### src/rtl/adc_cfg_pkg.sv
package adc_cfg_pkg;
  // ==========================================
  // Bus and register map
  localparam int ADDR_W = 12;
  localparam int DATA_W = 32;
  localparam int LANE_COUNT = 16;
  // Register indices; byte address is four times the index
  localparam logic [7:0] IDX_FULLSCALE_B = 8'h32;
  localparam logic [7:0] IDX_REF_BYPASS = 8'h38;
  localparam logic [7:0] IDX_TIMESTAMP = 8'h3B;
  localparam logic [7:0] IDX_EMPHASIS = 8'h48;
  localparam logic [7:0] IDX_ROUTING = 8'h60;
  // ==========================================
  // Reset values
  localparam logic [15:0] RST_FULLSCALE_B = 16'hA000;
  localparam logic [7:0] RST_REF_BYPASS = 8'h00;
  localparam logic [7:0] RST_TIMESTAMP = 8'h00;
  localparam logic [7:0] RST_EMPHASIS = 8'h00;
  localparam logic [7:0] RST_ROUTING = 8'h01;
  // ==========================================
  // Field positions
  localparam int BIT_REF_BYPASS = 0;
  localparam int BIT_TS_ENABLE = 0;
  localparam int BIT_TS_PECL = 1;
  localparam int PE_LSB = 0;
  localparam int PE_MSB = 2;
  localparam int BIT_PE_BOOST = 3;
  localparam int BIT_DUAL_SWAP = 4;
  localparam int SEL_LSB = 0;
  localparam int SEL_MSB = 1;
  // ==========================================
  // Single-channel input select codes
  localparam logic [1:0] SEL_RESERVED = 2'h0;
  localparam logic [1:0] SEL_A = 2'h1;
  localparam logic [1:0] SEL_B = 2'h2;
  localparam logic [1:0] SEL_INTERLEAVED = 2'h3;
  // ==========================================
  // Full-scale transfer points
  localparam int FS_CODE_MIN = 32'h2000;
  localparam int FS_CODE_DEF = 32'hA000;
  localparam int FS_CODE_MAX = 32'hFFFF;
  localparam int FS_MV_MIN = 500;
  localparam int FS_MV_DEF = 800;
  localparam int FS_MV_MAX = 1000;
  localparam int FS_MV_W = 10;
  // ==========================================
  // Carriers
  typedef enum logic [1:0] {SRC_NONE, SRC_A, SRC_B} input_src_e;
  typedef struct packed {
    input_src_e chan_a;
    input_src_e chan_b;
  } routing_s;
  typedef struct packed {
    logic [2:0] level;
    logic boost;
  } emphasis_s;
  typedef struct packed {
    logic enable;
    logic lowvolt_pecl;
  } timestamp_s;
endpackage

### src/rtl/fullscale_mapper.sv
`timescale 1ns/10ps
module fullscale_mapper
  import adc_cfg_pkg::*;
(
  // Clock and reset
  input wire logic pclk,
  input wire logic presetn,
  // Code in, range out
  input wire logic [15:0] code,
  output logic [FS_MV_W-1:0] range_mv,
  output logic degraded
);
  // ==========================================
  // Piecewise-linear code to mVpp
  // Two segments because the points are not collinear
  function automatic logic [FS_MV_W-1:0] to_mv(input logic [15:0] c);
    int v;
    int mv;
    v = int'(c);
    if (v >= FS_CODE_DEF) begin
      mv = FS_MV_DEF + ((v - FS_CODE_DEF) * (FS_MV_MAX - FS_MV_DEF))
           / (FS_CODE_MAX - FS_CODE_DEF);
    end else begin
      mv = FS_MV_MIN + ((v - FS_CODE_MIN) * (FS_MV_DEF - FS_MV_MIN))
           / (FS_CODE_DEF - FS_CODE_MIN);
    end
    return mv[FS_MV_W-1:0];
  endfunction

  always_ff @(posedge pclk or negedge presetn) begin
    if (!presetn) begin
      range_mv <= FS_MV_W'(FS_MV_DEF);
      degraded <= 1'b0;
    end else begin
      range_mv <= to_mv(code); // RULE1
      degraded <= (int'(code) < FS_CODE_MIN); // RULE1
    end
  end
endmodule

### src/rtl/input_router.sv
`timescale 1ns/10ps
module input_router
  import adc_cfg_pkg::*;
(
  // Clock and reset
  input wire logic pclk,
  input wire logic presetn,
  // Settings
  input wire logic single_channel_mode,
  input wire logic [1:0] single_select,
  input wire logic dual_swap,
  input wire logic calibration_done,
  // Routing applied to the converter cores
  output routing_s routing,
  output logic routing_pending
);
  // ==========================================
  function automatic routing_s decode(input logic single, input logic [1:0] sel,
                                      input logic swap);
    routing_s r;
    r = '{chan_a: SRC_A, chan_b: SRC_B};
    if (single) begin
      unique case (sel)
        SEL_RESERVED: r = '{chan_a: SRC_NONE, chan_b: SRC_NONE};
        SEL_A: r = '{chan_a: SRC_A, chan_b: SRC_A};
        SEL_B: r = '{chan_a: SRC_B, chan_b: SRC_B};
        SEL_INTERLEAVED: r = '{chan_a: SRC_A, chan_b: SRC_B};
      endcase
    end else if (swap) begin
      r = '{chan_a: SRC_B, chan_b: SRC_A};
    end
    return r;
  endfunction

  routing_s requested;
  assign requested = decode(single_channel_mode, single_select, dual_swap); // RULE7 RULE8

  // New routing waits for calibration so the cores never see a half-switched input
  always_ff @(posedge pclk or negedge presetn) begin
    if (!presetn) begin
      routing <= '{chan_a: SRC_A, chan_b: SRC_A};
    end else if (calibration_done) begin
      routing <= requested; // RULE9
    end
  end

  always_ff @(posedge pclk or negedge presetn) begin
    if (!presetn) begin
      routing_pending <= 1'b0;
    end else begin
      routing_pending <= !calibration_done && (requested != routing);
    end
  end
endmodule

### src/rtl/adc_input_config_registers.sv
// Behaviour
// RULE1: The input B full-scale code maps onto 500, 800 and 1000 mVpp at 0x2000, 0xA000, 0xFFFF.
// RULE2: Reference bypass bit 0 set selects the 1.1 V analog supply instead of the band-gap.
// RULE3: Timestamp control bit 0 enables the timestamp receiver, off after reset.
// RULE4: Timestamp control bit 1 puts the timestamp receiver in low-voltage PECL mode.
// RULE5: Pre-emphasis bits 2:0 drive all 16 lanes alike, resetting to zero.
// RULE6: Pre-emphasis bit 3 adds a boost on every lane.
// RULE7: In dual-channel modes bit 4 of the input mux swaps the inputs of the two channels.
// RULE8: In single-channel modes bits 1:0 pick reserved, input A, input B or interleaved A/B.
// RULE9: Software runs a calibration after changing the mux before the routing takes effect.
// RULE10: Reset loads input mux 0x01 and zero into bypass, timestamp and pre-emphasis.
// RULE11: Reserved bits should be written zero and read back as stored, with no effect.
`timescale 1ns/10ps
module adc_input_config_registers
  import adc_cfg_pkg::*;
(
  // Clock and reset
  input wire logic pclk,
  input wire logic presetn,
  // APB slave
  input wire logic psel,
  input wire logic penable,
  input wire logic pwrite,
  input wire logic [adc_cfg_pkg::ADDR_W-1:0] paddr,
  input wire logic [adc_cfg_pkg::DATA_W-1:0] pwdata,
  input wire logic [3:0] pstrb,
  output logic [adc_cfg_pkg::DATA_W-1:0] prdata,
  output logic pready,
  output logic pslverr,
  // Converter status in
  input wire logic single_channel_mode,
  input wire logic calibration_done,
  // Timestamp pin
  input wire logic timestamp_input,
  // Analog controls
  output logic [15:0] input_b_fullscale_code,
  output logic [adc_cfg_pkg::FS_MV_W-1:0] input_b_fullscale_mv,
  output logic fullscale_degraded,
  output logic reference_bypass,
  // Timestamp receiver
  output adc_cfg_pkg::timestamp_s timestamp_ctrl,
  output logic timestamp_event,
  // Serializer lanes
  output adc_cfg_pkg::emphasis_s [adc_cfg_pkg::LANE_COUNT-1:0] lane_emphasis,
  // Input routing
  output adc_cfg_pkg::routing_s routing,
  output logic routing_pending
);
  import adc_cfg_pkg::*;

  // ==========================================
  // Register storage
  logic [15:0] fullscale_b;
  logic [7:0] reference_bypass_ctrl;
  logic [7:0] timestamp_input_ctrl;
  logic [7:0] serializer_emphasis_ctrl;
  logic [7:0] input_routing_ctrl;

  // ==========================================
  // Address decode
  function automatic logic hit(input logic [ADDR_W-1:0] a, input logic [7:0] idx);
    return a == ADDR_W'({idx, 2'b00});
  endfunction

  function automatic logic mapped(input logic [ADDR_W-1:0] a);
    return hit(a, IDX_FULLSCALE_B) || hit(a, IDX_REF_BYPASS)
        || hit(a, IDX_TIMESTAMP) || hit(a, IDX_EMPHASIS)
        || hit(a, IDX_ROUTING);
  endfunction

  function automatic logic [DATA_W-1:0] byte_word(input logic [7:0] b);
    return {24'h000000, b};
  endfunction

  logic setup_phase;
  logic write_now;
  assign setup_phase = psel && !penable;
  assign write_now = psel && penable && pready && pwrite && !pslverr;

  // ==========================================
  // APB answer: no wait states, reply flopped in setup
  always_ff @(posedge pclk or negedge presetn) begin
    if (!presetn) begin
      pready <= 1'b0;
    end else begin
      pready <= setup_phase;
    end
  end

  // Unmapped addresses answer with an error and no effect
  always_ff @(posedge pclk or negedge presetn) begin
    if (!presetn) begin
      pslverr <= 1'b0;
    end else begin
      pslverr <= setup_phase && !mapped(paddr);
    end
  end

  logic [DATA_W-1:0] next_prdata;
  always_comb begin
    next_prdata = '0;
    if (hit(paddr, IDX_FULLSCALE_B)) begin
      next_prdata = {16'h0000, fullscale_b};
    end else if (hit(paddr, IDX_REF_BYPASS)) begin
      next_prdata = byte_word(reference_bypass_ctrl); // RULE11
    end else if (hit(paddr, IDX_TIMESTAMP)) begin
      next_prdata = byte_word(timestamp_input_ctrl); // RULE11
    end else if (hit(paddr, IDX_EMPHASIS)) begin
      next_prdata = byte_word(serializer_emphasis_ctrl); // RULE11
    end else if (hit(paddr, IDX_ROUTING)) begin
      next_prdata = byte_word(input_routing_ctrl); // RULE11
    end
  end

  always_ff @(posedge pclk or negedge presetn) begin
    if (!presetn) begin
      prdata <= '0;
    end else if (setup_phase && !pwrite) begin
      prdata <= next_prdata;
    end
  end

  // ==========================================
  // Register writes; reserved bits are kept as written
  always_ff @(posedge pclk or negedge presetn) begin
    if (!presetn) begin
      fullscale_b <= RST_FULLSCALE_B;
    end else if (write_now && hit(paddr, IDX_FULLSCALE_B)) begin
      if (pstrb[0]) begin
        fullscale_b[7:0] <= pwdata[7:0];
      end
      if (pstrb[1]) begin
        fullscale_b[15:8] <= pwdata[15:8];
      end
    end
  end

  always_ff @(posedge pclk or negedge presetn) begin
    if (!presetn) begin
      reference_bypass_ctrl <= RST_REF_BYPASS; // RULE10
    end else if (write_now && pstrb[0] && hit(paddr, IDX_REF_BYPASS)) begin
      reference_bypass_ctrl <= pwdata[7:0]; // RULE11
    end
  end

  always_ff @(posedge pclk or negedge presetn) begin
    if (!presetn) begin
      timestamp_input_ctrl <= RST_TIMESTAMP; // RULE10
    end else if (write_now && pstrb[0] && hit(paddr, IDX_TIMESTAMP)) begin
      timestamp_input_ctrl <= pwdata[7:0];
    end
  end

  always_ff @(posedge pclk or negedge presetn) begin
    if (!presetn) begin
      serializer_emphasis_ctrl <= RST_EMPHASIS; // RULE10
    end else if (write_now && pstrb[0] && hit(paddr, IDX_EMPHASIS)) begin
      serializer_emphasis_ctrl <= pwdata[7:0];
    end
  end

  always_ff @(posedge pclk or negedge presetn) begin
    if (!presetn) begin
      input_routing_ctrl <= RST_ROUTING; // RULE10
    end else if (write_now && pstrb[0] && hit(paddr, IDX_ROUTING)) begin
      input_routing_ctrl <= pwdata[7:0];
    end
  end

  // ==========================================
  // Analog and serializer controls
  assign input_b_fullscale_code = fullscale_b;
  assign reference_bypass = reference_bypass_ctrl[BIT_REF_BYPASS]; // RULE2
  assign timestamp_ctrl = timestamp_s'{
    enable: timestamp_input_ctrl[BIT_TS_ENABLE], // RULE3
    lowvolt_pecl: timestamp_input_ctrl[BIT_TS_PECL] // RULE4
  };

  // One shared field: no lane can drift from the others
  emphasis_s emphasis;
  assign emphasis = emphasis_s'{
    level: serializer_emphasis_ctrl[PE_MSB:PE_LSB], // RULE5
    boost: serializer_emphasis_ctrl[BIT_PE_BOOST] // RULE6
  };
  assign lane_emphasis = {LANE_COUNT{emphasis}}; // RULE5

  fullscale_mapper u_fullscale (
    .pclk(pclk),
    .presetn(presetn),
    .code(fullscale_b),
    .range_mv(input_b_fullscale_mv),
    .degraded(fullscale_degraded)
  );

  input_router u_router (
    .pclk(pclk),
    .presetn(presetn),
    .single_channel_mode(single_channel_mode),
    .single_select(input_routing_ctrl[SEL_MSB:SEL_LSB]),
    .dual_swap(input_routing_ctrl[BIT_DUAL_SWAP]),
    .calibration_done(calibration_done),
    .routing(routing),
    .routing_pending(routing_pending)
  );

  // ==========================================
  // Timestamp pin: synchronised, passed only while the receiver is on
  logic ts_meta;
  logic ts_sync;
  always_ff @(posedge pclk or negedge presetn) begin
    if (!presetn) begin
      ts_meta <= 1'b0;
      ts_sync <= 1'b0;
    end else begin
      ts_meta <= timestamp_input;
      ts_sync <= ts_meta;
    end
  end

  always_ff @(posedge pclk or negedge presetn) begin
    if (!presetn) begin
      timestamp_event <= 1'b0;
    end else begin
      timestamp_event <= ts_sync && timestamp_input_ctrl[BIT_TS_ENABLE]; // RULE3
    end
  end
endmodule

### config.mk
export PLATFORM = sky130hd
export DESIGN_NAME = adc_input_config_registers
export DESIGN_NICKNAME = d
export VERILOG_FILES = /design/src/rtl/adc_cfg_pkg.sv /design/src/rtl/fullscale_mapper.sv /design/src/rtl/input_router.sv /design/src/rtl/adc_input_config_registers.sv
export SDC_FILE = /design/constraint.sdc
export NUM_CORES = 1
export LEC_CHECK = 0
export ABC_AREA = 1
export BUFFER_PORTS_ARGS = -buffer_cell sky130_fd_sc_hd__buf_2
export CAP_MARGIN = 25
export CORE_MARGIN = 2
export CORE_UTILIZATION = 56
export CTS_CLUSTER_SIZE = 30
export DETAILED_ROUTE_END_ITERATION = 8
export GPL_TIMING_DRIVEN = 0
export PLACE_DENSITY = 0.8
export SLEW_MARGIN = 20
export SYNTH_ARGS = -nofsm -noshare
export SYNTH_HDL_FRONTEND = slang
export SYNTH_SLANG_ARGS = --single-unit
### constraint.sdc
create_clock -name pclk -period 13.1 [get_ports pclk]
set_input_delay 2.62 -clock pclk [delete_from_list [all_inputs] [get_ports pclk]]
set_output_delay 2.62 -clock pclk [all_outputs]
set_load 0.05 [all_outputs]
==> flow_metrics.py, run 1 <==
metrics = {
    "clocking": {
        "number_of_buffers_on_the_longest_clock_path": 2,
        "clockRootBuffer": "sky130_fd_sc_hd__clkbuf_16",
        "clock_pin_slew_on_the_worst_setup_and_hold_paths_ns": 0.07,
        "clock_insertion_delay_at_the_later_pin_of_the_skew_report_ns": 0.36,
        "cts_tree": "built",
        "postCtsHoldBufs": 0,
        "clock_sinks": 85,
        "tritoncts.num_buffers": 9,
        "cts.htree.levels": 3,
    },
    "place": {
        "cell_area_reported_after_detailed_placement_um2": 19300,
        "dp_hpwl_um": 43400,
        "routabilityCongestion": 0.948,
        "buffer_ports.inserted": 154,
    },
    "timing": {
        "rsz0062_at_grt": "true",
        "clock_tree_skew_after_final_layout_ns": 0.00746,
        "final-setup-viol-count": 10,
        "final.setup.worst_slack_ns": -1.82,
        "finalMaxSlewViolations": 0,
        "max_slew.worst_pin.slew_ns": 0.829,
        "fin_setup_tns_ns": -14.82,
        "slew-limit-headroom": 0.442,
        "final_worst_path_cycle_share": 1.14,
        "final_hold_viol_count": 0,
        "max_freq_mhz": 67.0,
        "finalWorstPathRequiredPeriod_ns": 14.92,
    },
    "global_routing": {
        "grt_antenna_before_repair": 0,
        "global_route.usage.total": 0.345,
        "grt_start_max_net_pins": 51,
        "grt_util_met3": 0.0365,
        "grt_util_met2": 0.623,
        "gr-total-overflow": 0,
        "grt_first_pass_wirelength_um": 94800,
        "grt_util_met1": 0.409,
        "via_count_of_the_first_global_routing_pass": 19788,
        "gr-max-usage-layer": "met2",
    },
    "yosys": {
        "asyncSetResetFlopFracSynth": 1.00,
        "gate_count_post_synth": 2875,
        "yosys.cell_types.count": 73,
        "ys_ff_latch": 85,
        "synth_top_cell_area_share": 0.169,
        "yosysSeqAreaShare": 0.120,
        "synth_top_area_cell": "sky130_fd_sc_hd__nand2_1",
        "ys.warnings.count": 0,
        "yosys-top-cells-area": "sky130_fd_sc_hd__nand2_1 17%, sky130_fd_sc_hd__dfrtp_1 11%, sky130_fd_sc_hd__ha_1 8.0%, sky130_fd_sc_hd__inv_1 7.9%, sky130_fd_sc_hd__nand3_1 6.8%",
        "synth_enable_flop_cells": 0,
        "postSynth.topFlopCell": "sky130_fd_sc_hd__dfrtp_1",
        "syn-cell-area_um2": 17800,
        "syn_avg_cell_area_um2": 6.19,
    },
    "finish": {
        "area_growth_from_synthesis_to_layout_pct": 39.7,
        "layout_commonest_cell": "sky130_fd_sc_hd__nand2_1",
        "antenna_cells_inserted": 0,
        "final_nets": 3582,
        "final_layout_size_suffix_gt1_frac": 0.401,
        "final_core_utilization": 0.792,
        "layout_common_cells": "621 x sky130_fd_sc_hd__nand2_1, 357 x sky130_fd_sc_hd__buf_4, 348 x sky130_fd_sc_hd__inv_1, 220 x sky130_fd_sc_hd__nand2_2, 185 x sky130_fd_sc_hd__nand3_1",
        "finalInstanceArea_um2": 24900,
    },
    "setup_path": {
        "critical_path_cell_with_the_highest_stage_delay": "sky130_fd_sc_hd__dfstp_4",
        "crit_top_cell": "sky130_fd_sc_hd__nand2_2",
        "worstSetupPathType": "reg -> reg",
        "critical-path-max-stage-delay_ns": 0.66,
        "crit_path_max_fanout": 8,
        "crit_end_element": "flop",
        "crit_path_start_kind": "flop",
        "worst_ep_arrival_time_ns": 15.22,
        "cp_data_required_time_ns": 13.40,
    },
    "detailed_routing": {
        "detail_route.vias_per_cell": 5.82,
        "initialDrtViolationCount": 2067,
        "postRouteAntennaNets": 0,
        "routed_wirelength_um": 65700,
        "drcViolationCount": 0,
        "firstDrtPassIters": 8,
        "vias": 21967,
        "wire_per_inst_um": 17.4,
    },
    "floorplanning": {
        "die_width_um": 182,
        "core.rowCount": 65,
        "floorplan_die_height_um": 182,
        "floorplan.die_area_um2": 33200,
        "top_level_ports": 190,
        "core_um2": 31400,
        "floorplan.initialDensity": 0.567,
    },
    "job": {
        "cap_violations": 0,
    },
    "power": {
        "power_leakage_nw": 13.4,
        "pwr-share-comb": 0.786,
        "clkPwrFrac": 0.109,
        "p_per_area_nw_per_um2": 101,
        "netSwitchingFraction": 0.529,
        "share_seq_of_total_power": 0.105,
        "power_report.internal_total_mw": 1.19,
        "vdd_drop_max_uv": 159,
        "power.net_switching_mw": 1.34,
    },
    "run_status": {
        "outcome": "finished, violations left",
        "violations": "negative setup slack",
    },
    "worst_hold_path": {
        "worst_hold_path_type": "reg -> reg",
    },
}
kinds of logic after synthesis:
group | Yosys count | share of synthesized area
other | 1 | 0.000211
and+or+nand+nor | 1703 | 0.451
DFF | 85 | 0.120
AOI/OAI and AO/OA | 257 | 0.0842
adders and majority gates | 161 | 0.133
muxes | 10 | 0.00626
buffers and inverters | 545 | 0.149
xor gates and xnor gates | 113 | 0.0565
path summary, 6_finish.rpt:
kind | start | endpoint | slack (ns) | depth (start not counted)
worst max-delay path | input_b_fullscale_code[13] | u_fullscale.range_mv[9] | -1.82 | 113
worst min-delay path | ts_meta | ts_sync | 0.36 | 0
worst max register to register | input_b_fullscale_code[13] | u_fullscale.range_mv[9] | -1.82 | 113
worst min register to register | ts_meta | ts_sync | 0.36 | 0
max in group asynchronous | presetn | u_router.routing[2] | 10.18 | 2
min in group asynchronous | presetn | u_fullscale.range_mv[0] | 2.24 | 1
area by class of cell:
| cell class | instances | area, um^2 |
|---|---|---|
| multi-input cells | 2264 | 15700 |
| fillers | 2138 | 6530 |
| repair buffers | 462 | 3440 |
| flip-flops and latches | 85 | 2150 |
| inverters | 412 | 1640 |
| plain buffers | 131 | 1150 |
| well taps | 402 | 503 |
| clock buffers | 11 | 243 |
| clock inverters | 5 | 66.3 |
power groups by stage:
| stage | Combinational (mW) | Clock (mW) | Sequential, mW |
|---|---|---|---|
| after global placement | 1.11 | 0 | 0.270 |
| final | 1.98 | 0.274 | 0.265 |
| after global routing | 2.09 | 0.283 | 0.265 |
| after CTS | 1.39 | 0.273 | 0.265 |
| after detailed placement | 1.12 | 0 | 0.270 |
| after floorplan | 0.894 | 0 | 0.276 |
worst max-delay path, delay by kind of cell (launching register included):
kind,cells,cell delay [ns]
and+or+nand+nor,75,8.50
AOI/OAI and AO/OA,6,0.81
xor gates and xnor gates,1,0.15
adders and majority gates,8,2.03
DFF,1,0.66
buffers and inverters,23,2.72
per-stage QoR:
stage / hold slack (ns) / total power, mW / worst slack (ns) / instances
detailed placement: 0.345 / 1.39 / -2.54 / 3447
finish: 0.361 / 2.52 / -1.82 / 3772
floorplan: 0.331 / 1.17 / 0.00719 / 2890
CTS: 0.361 / 1.93 / -1.08 / 3633
global placement: 0.338 / 1.38 / -2.32 / 3446
global route: 0.376 / 2.64 / -2.28 / 3772
Yosys cell counts, drive strengths merged (5+ instances only):
cell / instances
o211ai: 14
nor3: 28
nand3: 256
o21ai: 136
nor4: 8
buf: 115
nand2: 966
xnor2: 40
clkinv: 5
nand4: 85
ha: 114
o21bai: 10
nor2: 332
dfrtp: 77
fa: 47
xor2: 73
mux2: 9
o22ai: 5
clkbuf: 16
dfstp: 8
or2: 6
inv: 407
nand3b: 16
a21oi: 71
what timing repair did:
item / CTS / global route
endpoints found under the setup margin: 10 / 10
cloned: 14 / 5
buffers inserted: 156 / 137
pin swaps: 116 / 258
gates resized for setup: 263 / 432
metal layers:
layer,vias up,part of all wire,wire length [um]
li1,10053,-,-
met1,10206,0.37,24300
met2,1302,0.49,32200
met3,406,0.079,5160
met4,0,0.062,4100
met5,-,0,0
flip-flops by register name, indices dropped and copies added, names as in the netlist:
register                  count
u_router.routing_pending      1
u_fullscale.degraded          1
serializer_emphasis_ctrl      8
reference_bypass_ctrl         8
pslverr                       1
u_fullscale.range_mv         10
ts_meta                       1
ts_sync                       1
input_b_fullscale_code       16
input_routing_ctrl            8
u_router.routing              4
timestamp_event               1
pready                        1
prdata                       16
timestamp_input_ctrl          8
(Power assumes the default switching activity.)
==> run 2: changes to the inputs <==
CELL_PAD_IN_SITES_DETAIL_PLACEMENT = 1   (was not set)
CELL_PAD_IN_SITES_GLOBAL_PLACEMENT = 2   (was not set)
CORE_UTILIZATION = 30   (was 56)
PLACE_DENSITY = 0.79   (was 0.8)
==> run 2 against run 1 <==
Against the previous run: the run still ends with negative setup slack left; hold slack worse by 0.0075 ns; first-iteration DRC count is 66% lower; critical path depth is 6 higher; via count is 5.9% lower; clock-buffer cell count is 1 lower; fmax hardly changed; sequential cell count stayed put; clock power is 5% lower; final cell count is 10% higher; die area is 84% higher.
==> flow_metrics.py, run 2 (synthesized netlist as in run 1, its figures left out) <==
metrics = {
    "finish": {
        "final_core_utilization": 0.437,
        "final_layout_size_suffix_gt1_frac": 0.408,
        "antenna_cells_inserted": 0,
        "area_growth_from_synthesis_to_layout_pct": 44.4,
        "layout_common_cells": "622 x sky130_fd_sc_hd__nand2_1, 380 x sky130_fd_sc_hd__buf_4, 347 x sky130_fd_sc_hd__inv_1, 216 x sky130_fd_sc_hd__nand2_2, 178 x sky130_fd_sc_hd__nor2_1",
        "final_nets": 3598,
        "layout_commonest_cell": "sky130_fd_sc_hd__nand2_1",
    },
    "setup_path": {
        "setup.worst_path.start": "input_b_fullscale_code[13]",
        "rr_worst_depth": 119,
        "crit_path_max_fanout": 10,
        "r2r_start": "input_b_fullscale_code[13]",
        "worstSetupPathType": "reg -> reg",
        "critical_path.top_delay_family": "simple AND/OR/NAND/NOR gates",
        "rrSetupSlack_ns": -1.83,
        "logic_depth_of_the_worst_path_buffers_included": 119,
        "cp_data_required_time_ns": 13.40,
        "critical_path_buf_inv_count": 21,
        "crit_path_start_kind": "flop",
        "crit_top_cell": "sky130_fd_sc_hd__nand2_2",
        "critical_path_cell_with_the_highest_stage_delay": "sky130_fd_sc_hd__dfstp_4",
        "crit_end_element": "flop",
        "critical-path-max-stage-delay_ns": 0.65,
        "crit-reg2reg-capture": "u_fullscale.range_mv[9]",
        "critical_path.endpoint": "u_fullscale.range_mv[9]",
        "worst_ep_arrival_time_ns": 15.23,
    },
    "floorplanning": {
        "core_um2": 58800,
        "die_width_um": 248,
        "core.rowCount": 89,
        "floorplan_die_height_um": 248,
        "floorplan.initialDensity": 0.303,
        "top_level_ports": 190,
        "floorplan.die_area_um2": 61300,
    },
    "global_routing": {
        "grt_start_max_net_pins": 57,
        "grt_antenna_before_repair": 1,
        "gr-total-overflow": 0,
        "via_count_of_the_first_global_routing_pass": 20433,
        "global_route.usage.total": 0.221,
        "grt_first_pass_wirelength_um": 109000,
    },
    "worst_hold_path": {
        "worst_hold_path_cells": 0,
        "worst_hold_path_type": "reg -> reg",
    },
    "place": {
        "routabilityCongestion": 0.853,
        "detailedPlace.worstSlack_ns": -3.77,
        "dp_hpwl_um": 55000,
        "buffer_ports.inserted": 154,
    },
    "clocking": {
        "cts_tree": "built",
        "tritoncts.num_buffers": 9,
        "clock_sinks": 85,
        "clockRootBuffer": "sky130_fd_sc_hd__clkbuf_16",
        "clock_pin_slew_on_the_worst_setup_and_hold_paths_ns": 0.07,
        "number_of_buffers_on_the_longest_clock_path": 2,
        "cts.htree.levels": 3,
        "clock_insertion_delay_at_the_later_pin_of_the_skew_report_ns": 0.37,
    },
    "timing": {
        "max_slew.worst_pin.slew_ns": 0.836,
        "max_freq_mhz": 67.0,
        "rsz0062_at_grt": "true",
        "finalWorstPathRequiredPeriod_ns": 14.93,
        "final_worst_path_cycle_share": 1.14,
        "hold_ws_ns": 0.354,
        "slew-limit-headroom": 0.437,
        "clock_tree_skew_after_final_layout_ns": 0.0120,
        "final_hold_viol_count": 0,
        "final-setup-viol-count": 10,
        "final.setup.worst_slack_ns": -1.83,
        "finalMaxSlewViolations": 0,
    },
    "power": {
        "vdd_drop_max_uv": 148,
        "p_per_area_nw_per_um2": 95.9,
        "power_leakage_nw": 13.5,
    },
    "detailed_routing": {
        "vias": 20677,
        "routed_wirelength_um": 74400,
        "detail_route.vias_per_cell": 4.97,
        "drcViolationCount": 0,
        "postRouteAntennaNets": 0,
        "initialDrtViolationCount": 695,
        "firstDrtPassIters": 4,
        "wire_per_inst_um": 17.9,
    },
    "run_status": {
        "violations": "negative setup slack",
        "outcome": "finished, violations left",
    },
    "job": {
        "cap_violations": 0,
    },
}
-- run 2: cell count changes in the layout (fill, tap and decap cells not counted), moves of 5 or more --
cell,before,now
sky130_fd_sc_hd__buf_4,357,380
sky130_fd_sc_hd__nor2_2,66,51
sky130_fd_sc_hd__nor2_1,169,178
sky130_fd_sc_hd__nand3_1,185,177
sky130_fd_sc_hd__buf_6,30,23
sky130_fd_sc_hd__nand3_4,15,21
sky130_fd_sc_hd__nor2_4,98,104
sky130_fd_sc_hd__dfrtp_1,69,64
-- run 2: layout make-up --
cell class / instances / area [um^2]
Timing Repair Buffer: 477 / 3550
Tap cell: 773 / 967
Inverter: 412 / 1640
Sequential cell: 85 / 2160
Multi-Input combinational cell: 2263 / 15900
Clock inverter: 6 / 62.6
Buffer: 133 / 1200
Fill cell: 7587 / 33100
Clock buffer: 10 / 229
-- run 2: worst min path at each step --
stage / to / slack [ns] / from
CTS: ts_sync / 0.36 / ts_meta
finish: ts_sync / 0.35 / ts_meta
global route: ts_sync / 0.37 / ts_meta
floorplan: ts_sync / 0.33 / ts_meta
detailed placement: ts_sync / 0.34 / ts_meta
global placement: ts_sync / 0.34 / ts_meta
-- run 2: timing repair --
item	CTS	global route
setup endpoints to repair	10	10
hold buffers	0	0
gates resized for setup	230	506
buffers inserted	106	202
pin swaps	70	284
cloned	9	8
-- run 2: metal layers --
layer  vias up  track usage  part of all wire
met1     10230        0.282              0.44
li1      10078            -                 -
met2       287        0.408              0.53
met4         0       0.0403             0.018
met3        82       0.0155             0.021
met5         -            0                 0
-- run 2: where the power goes --
part	internal [mW]	switching (mW)	leakage, nW	total (mW)
Sequential	0.264	0.000852	1.11	0.265
Clock	0.134	0.126	0.143	0.260
Combinational	0.773	1.17	12.2	1.94
Total	1.17	1.29	13.5	2.46
-- run 2: per-stage QoR --
stage          instance area [um^2]  std cells  total power, mW  setup TNS (ns)
3_3_place_gp                  19800       3817             1.42          -29.81
4_1_cts                       22000       3949             1.84          -12.11
3_5_place_dp                  19800       3818             1.44          -32.49
2_1_floorplan                 18000       2890             1.17               0
6_report                      25700       4159             2.46          -14.02
5_1_grt                       25700       4159             2.64          -21.63
